<file path="src/ccx_pkg.sv">
// Shared constants and types for the carry, clear, complement and compare unit
package ccx_pkg;

  // ----------------------------------------------------------------
  // Register map (byte addresses)
  // ----------------------------------------------------------------
  localparam logic [7:0] A_CMD     = 8'h00;
  localparam logic [7:0] A_OPER    = 8'h04;
  localparam logic [7:0] A_FLAGS   = 8'h08;
  localparam logic [7:0] A_STATUS  = 8'h0C;
  localparam logic [7:0] A_RF_ADDR = 8'h10;
  localparam logic [7:0] A_RF_DATA = 8'h14;

  // ----------------------------------------------------------------
  // Opcodes
  // ----------------------------------------------------------------
  localparam logic [7:0] OPC_CARRY_TOGGLE = 8'hEF;
  localparam logic [7:0] OPC_ZERO_FILL    = 8'hB0;
  localparam logic [7:0] OPC_ZERO_FILL_IR = 8'hB1;
  localparam logic [7:0] OPC_INVERT       = 8'h60;
  localparam logic [7:0] OPC_INVERT_IR    = 8'h61;
  localparam logic [7:0] OPC_FLAG_SUB     = 8'hA2;

  // ----------------------------------------------------------------
  // Flag bit positions and field layout
  // ----------------------------------------------------------------
  localparam int FL_C = 7;
  localparam int FL_Z = 6;
  localparam int FL_S = 5;
  localparam int FL_V = 4;
  localparam int FL_D = 3;
  localparam int FL_H = 2;
  localparam logic [7:0] FLAGS_MASK  = 8'hFC;
  localparam logic [7:0] FLAGS_RESET = 8'h00;
  localparam int OPER_DST_LSB = 0;
  localparam int OPER_SRC_LSB = 8;
  localparam int ST_BUSY    = 0;
  localparam int ST_DONE    = 1;
  localparam int ST_ILLEGAL = 2;

  // ----------------------------------------------------------------
  // Timing and sizes
  // ----------------------------------------------------------------
  localparam int OP_CYCLES = 4;
  localparam int RF_DEPTH  = 256;

  typedef enum logic [2:0] {
    OP_NONE, OP_CARRY_TOGGLE, OP_ZERO_FILL, OP_INVERT, OP_FLAG_SUB
  } ccx_op_t;

endpackage

</file>
<file path="src/ccx_core.sv">
// Carry toggle, zero fill, invert and flag-only subtract unit with APB
`timescale 1ns/1ps
// Contract
// - The carry toggle operation inverts the carry flag.
// - Carry toggle leaves zero, sign, overflow, D and H flags alone.
// - Zero fill writes zero into the destination byte.
// - Zero fill leaves every flag exactly as it was.
// - Indirect zero fill clears the pointed-to byte, not the pointer.
// - Invert replaces the destination byte with its bitwise inverse.
// - Indirect invert inverts the pointed-to byte, not the pointer.
// - Flag-only subtract writes neither destination nor source.
// - Flag-only subtract sets carry on borrow, clears it otherwise.
// - Flag-only subtract sets Z and S from the difference, keeps D, H.
// - Flag-only subtract sets V on signed overflow, clears it otherwise.
module ccx_core (
  input  wire logic        pclk,
  input  wire logic        presetn,
  input  wire logic        ce,
  input  wire logic        psel,
  input  wire logic        penable,
  input  wire logic        pwrite,
  input  wire logic [7:0]  paddr,
  input  wire logic [31:0] pwdata,
  output logic      [31:0] prdata,
  output logic             pready,
  output logic             pslverr
);

  // ----------------------------------------------------------------
  // State
  // ----------------------------------------------------------------
  typedef enum logic [2:0] {
    ST_IDLE, ST_ADDR, ST_READ, ST_EXEC, ST_WRITE
  } ccx_state_t;

  ccx_state_t       state;
  ccx_state_t       next_state;
  ccx_pkg::ccx_op_t op;
  logic [7:0]       rf [ccx_pkg::RF_DEPTH];
  logic [7:0]       dst_addr;
  logic [7:0]       src_addr;
  logic [7:0]       eff_dst;
  logic [7:0]       flags;
  logic [7:0]       rf_addr;
  logic [7:0]       dst_val;
  logic [7:0]       src_val;
  logic             indirect;
  logic             done;
  logic             illegal;
  logic             captured;

  // ----------------------------------------------------------------
  // Bus decode
  // ----------------------------------------------------------------
  logic sel_cmd;
  logic sel_oper;
  logic sel_flags;
  logic sel_status;
  logic sel_rf_addr;
  logic sel_rf_data;
  logic hit;

  ccx_apb_dec u_dec (
    .paddr       (paddr),
    .sel_cmd     (sel_cmd),
    .sel_oper    (sel_oper),
    .sel_flags   (sel_flags),
    .sel_status  (sel_status),
    .sel_rf_addr (sel_rf_addr),
    .sel_rf_data (sel_rf_data),
    .hit         (hit)
  );

  wire        busy     = (state != ST_IDLE);
  // Capture also when a setup cycle was missed while frozen, so no hang
  wire        setup    = psel & ~captured & ce;
  wire        access   = psel & penable & pready;
  wire        wr_acc   = access & pwrite & hit;
  wire [7:0]  wbyte    = pwdata[7:0];
  wire        cmd_wr   = wr_acc & sel_cmd & ~busy;
  wire        done_clr = wr_acc & sel_status & pwdata[ccx_pkg::ST_DONE];
  wire        ill_clr  = wr_acc & sel_status & pwdata[ccx_pkg::ST_ILLEGAL];

  // Opcode decode; anything else written while idle is flagged, and it is never executed
  wire op_tog  = (wbyte == ccx_pkg::OPC_CARRY_TOGGLE);
  wire op_zf   = (wbyte == ccx_pkg::OPC_ZERO_FILL);
  wire op_zfi  = (wbyte == ccx_pkg::OPC_ZERO_FILL_IR);
  wire op_inv  = (wbyte == ccx_pkg::OPC_INVERT);
  wire op_invi = (wbyte == ccx_pkg::OPC_INVERT_IR);
  wire op_sub  = (wbyte == ccx_pkg::OPC_FLAG_SUB);
  wire op_ok   = op_tog | op_zf | op_zfi | op_inv | op_invi | op_sub;
  wire start   = cmd_wr & op_ok;

  ccx_pkg::ccx_op_t dec_op;
  assign dec_op = op_tog              ? ccx_pkg::OP_CARRY_TOGGLE :
                  (op_zf | op_zfi)    ? ccx_pkg::OP_ZERO_FILL :
                  (op_inv | op_invi)  ? ccx_pkg::OP_INVERT :
                  op_sub              ? ccx_pkg::OP_FLAG_SUB :
                                        ccx_pkg::OP_NONE;

  wire [31:0] status_word = {29'h0000_0000, illegal, done, busy};
  wire [31:0] oper_word   = {16'h0000, src_addr, dst_addr};
  wire [31:0] rd_mux =
    sel_oper    ? oper_word :
    sel_flags   ? {24'h00_0000, flags} :
    sel_status  ? status_word :
    sel_rf_addr ? {24'h00_0000, rf_addr} :
    sel_rf_data ? {24'h00_0000, rf[rf_addr]} :
                  32'h0000_0000;

  // Answer one cycle after read data has been captured
  assign pready  = penable & ce & captured;
  assign pslverr = psel & penable & ~hit;

  // ----------------------------------------------------------------
  // Execution datapath
  // ----------------------------------------------------------------
  logic [7:0] alu_result;
  logic       alu_wr;
  logic [7:0] alu_flags;

  ccx_alu u_alu (
    .op        (op),
    .dst       (dst_val),
    .src       (src_val),
    .flags_in  (flags),
    .result    (alu_result),
    .wr_en     (alu_wr),
    .flags_out (alu_flags)
  );

  // Every opcode spends the same four busy cycles
  always_comb begin
    case (state)
      ST_IDLE:  next_state = start ? ST_ADDR : ST_IDLE;
      ST_ADDR:  next_state = ST_READ;
      ST_READ:  next_state = ST_EXEC;
      ST_EXEC:  next_state = ST_WRITE;
      ST_WRITE: next_state = ST_IDLE;
      default:  next_state = ST_IDLE;
    endcase
  end

  wire wb      = ce & (state == ST_WRITE);
  wire rf_wb   = wb & alu_wr;
  wire rf_bus  = wr_acc & sel_rf_data & ~busy;
  wire fl_bus  = wr_acc & sel_flags & ~busy;

  // ----------------------------------------------------------------
  // Control registers
  // ----------------------------------------------------------------
  always_ff @(posedge pclk or negedge presetn) begin
    if (!presetn) begin
      state    <= ST_IDLE;
      op       <= ccx_pkg::OP_NONE;
      indirect <= 1'b0;
      dst_addr <= 8'h00;
      src_addr <= 8'h00;
      rf_addr  <= 8'h00;
      eff_dst  <= 8'h00;
      dst_val  <= 8'h00;
      src_val  <= 8'h00;
    end else if (ce) begin
      state <= next_state;
      if (start) begin
        op       <= dec_op;
        indirect <= op_zfi | op_invi;
      end
      if (wr_acc & sel_oper & ~busy) begin
        dst_addr <= pwdata[ccx_pkg::OPER_DST_LSB +: 8];
        src_addr <= pwdata[ccx_pkg::OPER_SRC_LSB +: 8];
      end
      if (wr_acc & sel_rf_addr) begin
        rf_addr <= wbyte;
      end
      if (state == ST_ADDR) begin
        // Pointer only read, never written back
        eff_dst <= indirect ? rf[dst_addr] : dst_addr;
      end
      if (state == ST_READ) begin
        dst_val <= rf[eff_dst];
        src_val <= rf[src_addr];
      end
    end
  end

  // Set beats clear so a finishing operation is never lost
  always_ff @(posedge pclk or negedge presetn) begin
    if (!presetn) begin
      done    <= 1'b0;
      illegal <= 1'b0;
    end else if (ce) begin
      done    <= wb | (done & ~done_clr);
      illegal <= (cmd_wr & ~op_ok) | (illegal & ~ill_clr);
    end
  end

  always_ff @(posedge pclk or negedge presetn) begin
    if (!presetn) begin
      flags <= ccx_pkg::FLAGS_RESET;
    end else if (ce) begin
      if (wb) begin
        flags <= alu_flags;
      end else if (fl_bus) begin
        flags <= wbyte & ccx_pkg::FLAGS_MASK;
      end
    end
  end

  // Only one write port: execution owns it while busy
  always_ff @(posedge pclk) begin
    if (ce) begin
      if (rf_wb) begin
        rf[eff_dst] <= alu_result;
      end else if (rf_bus) begin
        rf[rf_addr] <= wbyte;
      end
    end
  end

  always_ff @(posedge pclk or negedge presetn) begin
    if (!presetn) begin
      prdata   <= 32'h0000_0000;
      captured <= 1'b0;
    end else if (ce) begin
      if (setup) begin
        prdata   <= pwrite ? 32'h0000_0000 : rd_mux;
        captured <= 1'b1;
      end else if (access) begin
        captured <= 1'b0;
      end
    end
  end
endmodule

</file>
<file path="src/ccx_alu.sv">
// Result and flag computation for the four operations
`timescale 1ns/1ps
module ccx_alu (
  input  wire ccx_pkg::ccx_op_t op,
  input  wire logic [7:0]       dst,
  input  wire logic [7:0]       src,
  input  wire logic [7:0]       flags_in,
  output logic      [7:0]       result,
  output logic                  wr_en,
  output logic      [7:0]       flags_out
);

  logic [8:0] diff;

  assign diff = {1'b0, dst} - {1'b0, src};

  always_comb begin
    result    = 8'h00;
    wr_en     = 1'b0;
    flags_out = flags_in;
    case (op)
      ccx_pkg::OP_CARRY_TOGGLE: begin
        flags_out[ccx_pkg::FL_C] = ~flags_in[ccx_pkg::FL_C];
      end
      ccx_pkg::OP_ZERO_FILL: begin
        result = 8'h00;
        wr_en  = 1'b1;
      end
      ccx_pkg::OP_INVERT: begin
        result                   = ~dst;
        wr_en                    = 1'b1;
        flags_out[ccx_pkg::FL_Z] = (~dst == 8'h00);
        flags_out[ccx_pkg::FL_S] = ~dst[7];
        flags_out[ccx_pkg::FL_V] = 1'b0;
      end
      ccx_pkg::OP_FLAG_SUB: begin
        // Difference is never written back, only flags
        flags_out[ccx_pkg::FL_C] = diff[8];
        flags_out[ccx_pkg::FL_Z] = (diff[7:0] == 8'h00);
        flags_out[ccx_pkg::FL_S] = diff[7];
        flags_out[ccx_pkg::FL_V] = (dst[7] ^ src[7]) &
                                   (dst[7] ^ diff[7]);
      end
      default: begin
        flags_out = flags_in;
      end
    endcase
  end

endmodule

</file>
<file path="src/ccx_apb_dec.sv">
// APB address decode for the unit's register map
`timescale 1ns/1ps
module ccx_apb_dec (
  input  wire logic [7:0] paddr,
  output logic            sel_cmd,
  output logic            sel_oper,
  output logic            sel_flags,
  output logic            sel_status,
  output logic            sel_rf_addr,
  output logic            sel_rf_data,
  output logic            hit
);

  assign sel_cmd     = (paddr == ccx_pkg::A_CMD);
  assign sel_oper    = (paddr == ccx_pkg::A_OPER);
  assign sel_flags   = (paddr == ccx_pkg::A_FLAGS);
  assign sel_status  = (paddr == ccx_pkg::A_STATUS);
  assign sel_rf_addr = (paddr == ccx_pkg::A_RF_ADDR);
  assign sel_rf_data = (paddr == ccx_pkg::A_RF_DATA);
  assign hit = sel_cmd | sel_oper | sel_flags | sel_status |
               sel_rf_addr | sel_rf_data;

endmodule

</file>
<file path="config.mk">
export PLATFORM = sky130hd
export DESIGN_NAME = ccx_core
export DESIGN_NICKNAME = d
export VERILOG_FILES = /design/src/ccx_pkg.sv /design/src/ccx_core.sv /design/src/ccx_alu.sv /design/src/ccx_apb_dec.sv
export SDC_FILE = /design/constraint.sdc
export NUM_CORES = 2
export LEC_CHECK = 0
export ABC_CLOCK_PERIOD_IN_PS = 21300
export BUFFER_PORTS_ARGS = -buffer_cell sky130_fd_sc_hd__buf_2
export CAP_MARGIN = 30
export CORE_UTILIZATION = 55
export CTS_BUF_LIST = sky130_fd_sc_hd__clkbuf_8
export CTS_CLUSTER_DIAMETER = 40
export CTS_CLUSTER_SIZE = 20
export DETAILED_ROUTE_END_ITERATION = 6
export PLACE_DENSITY = 0.71
export SYNTH_ARGS = -nofsm -noshare
export SYNTH_HDL_FRONTEND = slang
export SYNTH_SLANG_ARGS = --single-unit
</file>
<file path="constraint.sdc">
create_clock -name pclk -period 21.3 [get_ports pclk]
set_input_delay 1.065 -clock pclk [delete_from_list [all_inputs] [get_ports pclk]]
set_output_delay 1.065 -clock pclk [all_outputs]
set_load 0.02 [all_outputs]
</file>
==> flow_metrics.py <==
metrics = {
    "place": {
        "port_buffers": 47,
        "dpl-instance-area_sq_mm": 0.1367,
        "dp_hpwl_microns": 360400,
        "place.gp.congestion": 1.097,
    },
    "sta": {
        "fin_setup_tns_ns": 0,
        "fin_crit_ns": 7.634,
        "relSlewSlack_pct": -18.56,
        "slew_viol_final": 216,
        "worstMarginPinSlew_ns": 1.778,
        "final_hold_viol_count": 0,
        "fmax_ghz": 0.1310,
        "fin_crit_sh_pct": 35.84,
        "rsz0062_at_grt": "false",
        "clock_skew_ns": 0.1143,
        "setup_viol": 0,
    },
    "route": {
        "drtIter0Drc": 19093,
        "dr.pass1.iters": 7,
        "final_antenna_net_count": 0,
        "wl_per_cell_microns": 48.46,
        "vias_per_cell": 8.501,
        "remaining_drc_errors": 11,
        "routed-via-count": 93617,
        "drt_wl_total_microns": 533700,
    },
    "yosys": {
        "yosysTopAreaCellShare_pct": 46.53,
        "synth-main-ff-cell": "edfxtp_1",
        "synth_top_area_cell": "edfxtp_1",
        "syn_inst": 7414,
        "async_flop_share_pct": 3.759,
        "netlist_top_cells_area": "edfxtp_1, mux4_2, mux2i_1",
        "synth-seq-cells": 2128,
        "yosysUniqueCellTypes": 74,
        "yosysWarnings": 0,
        "synth_area_sq_mm": 0.1322,
        "synth_edf_count": 2048,
        "synth.avg_cell_area_sq_um": 17.83,
        "synth_seq_area_share_pct": 48.04,
    },
    "global_routing": {
        "overflow": 0,
        "grt_pass1_vias": 86954,
        "grt_pass1_wl_microns": 720800,
        "antenna_found_initial": 49,
        "grt_max_degree": 257,
        "grtUsageTotal_pct": 43.90,
    },
    "cells_and_area": {
        "seqCellArea_sq_mm": 0.06356,
        "layout_commonest_cell": "mux4_2",
        "final_area_sq_mm": 0.1450,
        "drive_gt1_share_pct": 43.49,
        "final_cell_mix": "mux4_2, edfxtp_1, mux2i_1, nor2_1, buf_4",
        "fill_cells": 17177,
        "multi_input_area_sq_mm": 0.06506,
        "final_net_count": 7592,
        "syn2layout_area_growth_pct": 9.710,
    },
    "clock_network": {
        "clk_path_buf_depth": 4,
        "path_clk_slew_ns": 0.08,
        "numCtsBuffers": 350,
        "cts.sinks": 2128,
        "cts_tree": "yes",
        "htreeDepth": 5,
        "insertion_delay_ns": 1.15,
        "cts-root-buf": "clkbuf_8",
    },
    "floorplanning": {
        "start_util_pct": 55.47,
        "pin_count": 80,
        "die_area_sq_mm": 0.2423,
        "die_width_microns": 492.2,
        "core_area_sq_mm": 0.2383,
        "rows": 179,
        "die-height_microns": 492.2,
    },
    "hold_path": {
        "hold_class": "primary input to flip-flop",
        "hp-start": "pwdata[13]",
    },
    "status": {
        "outcome": "finished, violations left",
        "violations": "DRC, slew limit",
    },
    "critical_path": {
        "arrival_ns": 8.58,
        "critPathKind": "flip-flop to flip-flop",
        "critPathLaunch": "dst_addr[0]$_DFFE_PN0P_",
        "crit_required_ns": 22.24,
        "worstReg2RegStart": "dst_addr[0]$_DFFE_PN0P_",
        "end_kind": "flip-flop",
        "start_kind": "flip-flop",
        "critPathMaxFanout": 37,
    },
    "power": {
        "vdd_ir_drop_max_mv": 0.09109,
        "leakagePower_nw": 38.50,
        "cellPowerDensity_mw_per_mm2": 80.45,
    },
    "job": {
        "cap_violations": 0,
    },
}
==> registers in the layout, indices dropped and copies added, names as in the netlist <==
signal    cells
src_addr      8
eff_dst       8
dst_addr      8
state         3
src_val       8
flags         6
rf         2048
prdata       16
captured      1
illegal       1
indirect      1
done          1
dst_val       8
rf_addr       8
op            3
==> final cells by class <==
class | instances | area share, %
diodes | 45 | 0.07765
clock buffers | 358 | 3.398
clock inverters | 256 | 1.963
inverters | 28 | 0.07420
multi-input cells | 4518 | 44.86
flip-flops and latches | 2128 | 43.83
well taps | 3167 | 2.732
repair buffers | 512 | 3.061
==> synth_stat cells, drive strengths merged (28+ instances only) <==
cell and n:
a211oi 28, a21oi 132, a221oi 33, a22o 47, a22oi 330, a31oi 44, buf 469, clkbuf 286
dfrtp 80, edfxtp 2048, mux2 31, mux2i 460, mux4 2185, nand2 181, nand2b 34, nand3 73
nand4 38, nor2 388, nor2b 33, nor3 83, nor4 32, o21ai 72, o22ai 71
==> per-layer routing <==
metal  part of all wire [%]  track usage, %  wire, microns  vias up
li1                       -               -              -    33290
met1                     31           55.15         167100    48266
met2                     43           61.43         227500    10022
met3                     18           20.81          96260     1993
met4                    7.9           27.27          42040       46
met5                   0.14           1.742            736        -
==> path summary, 6_finish.rpt <==
path                                           endpoint  slack [ns]  cells after the start
worst max-delay path             eff_dst[4]$_DFFE_PN0P_       13.67                     11
worst min-delay path            src_addr[5]$_DFFE_PN0P_        0.14                      2
worst max register to register   eff_dst[4]$_DFFE_PN0P_       13.67                     11
worst min register to register     flags[2]$_DFFE_PN0P_        0.51                      1
max in group asynchronous       dst_addr[1]$_DFFE_PN0P_       19.49                      3
min in group asynchronous        prdata[13]$_DFFE_PN0P_        0.47                      2
==> worst max-delay path: stages, from the launching register on <==
cell,delay (ns)
dfrtp_4,0.98
buf_4,0.77
buf_4,0.75
buf_4,0.65
buf_4,0.72
buf_4,0.78
mux4_2,0.62
mux4_2,0.48
o21ai_0,0.20
a21oi_1,0.26
o211ai_1,0.82
a31oi_1,0.16
==> cells by family after synthesis <==
family | synth area share, %
other cells | 0.002837
fa+ha+maj | 0.07573
mux | 40.98
xor+xnor | 0.03976
buf+inv | 2.991
flops | 48.04
simple gates | 3.324
compound gates | 4.547
==> repair_timing <==
| item | in CTS | in global routing |
|---|---|---|
| hold endpoints to repair | 12 | 0 |
| setup buffers | 0 | 0 |
| resized for setup | 0 | 0 |
| hold buffers | 1 | 0 |
==> metrics by stage <==
step | hold slack [ns] | instances | power, W | util, % | setup WS [ns]
after floorplan | 0.4506 | 7429 | 0.006459 | - | 6.285
after global placement | 0.4847 | 10201 | 0.007436 | 56.88 | 13.78
after detailed placement | 0.4888 | 10324 | 0.007457 | 57.36 | 13.82
after CTS | 0.08126 | 10939 | 0.01148 | 60.62 | 13.78
after global routing | 0.1264 | 10979 | 0.01179 | 60.82 | 13.30
final | 0.1361 | 11012 | 0.01167 | 60.86 | 13.67
==> power by group <==
part           switching (W)  total (W)  internal [W]
clock                0.00198    0.00413       0.00215
sequential          0.000105    0.00465       0.00454
combinational        0.00175    0.00289       0.00114
total                0.00383     0.0117       0.00783
Power figures use the tool's default switching activity.
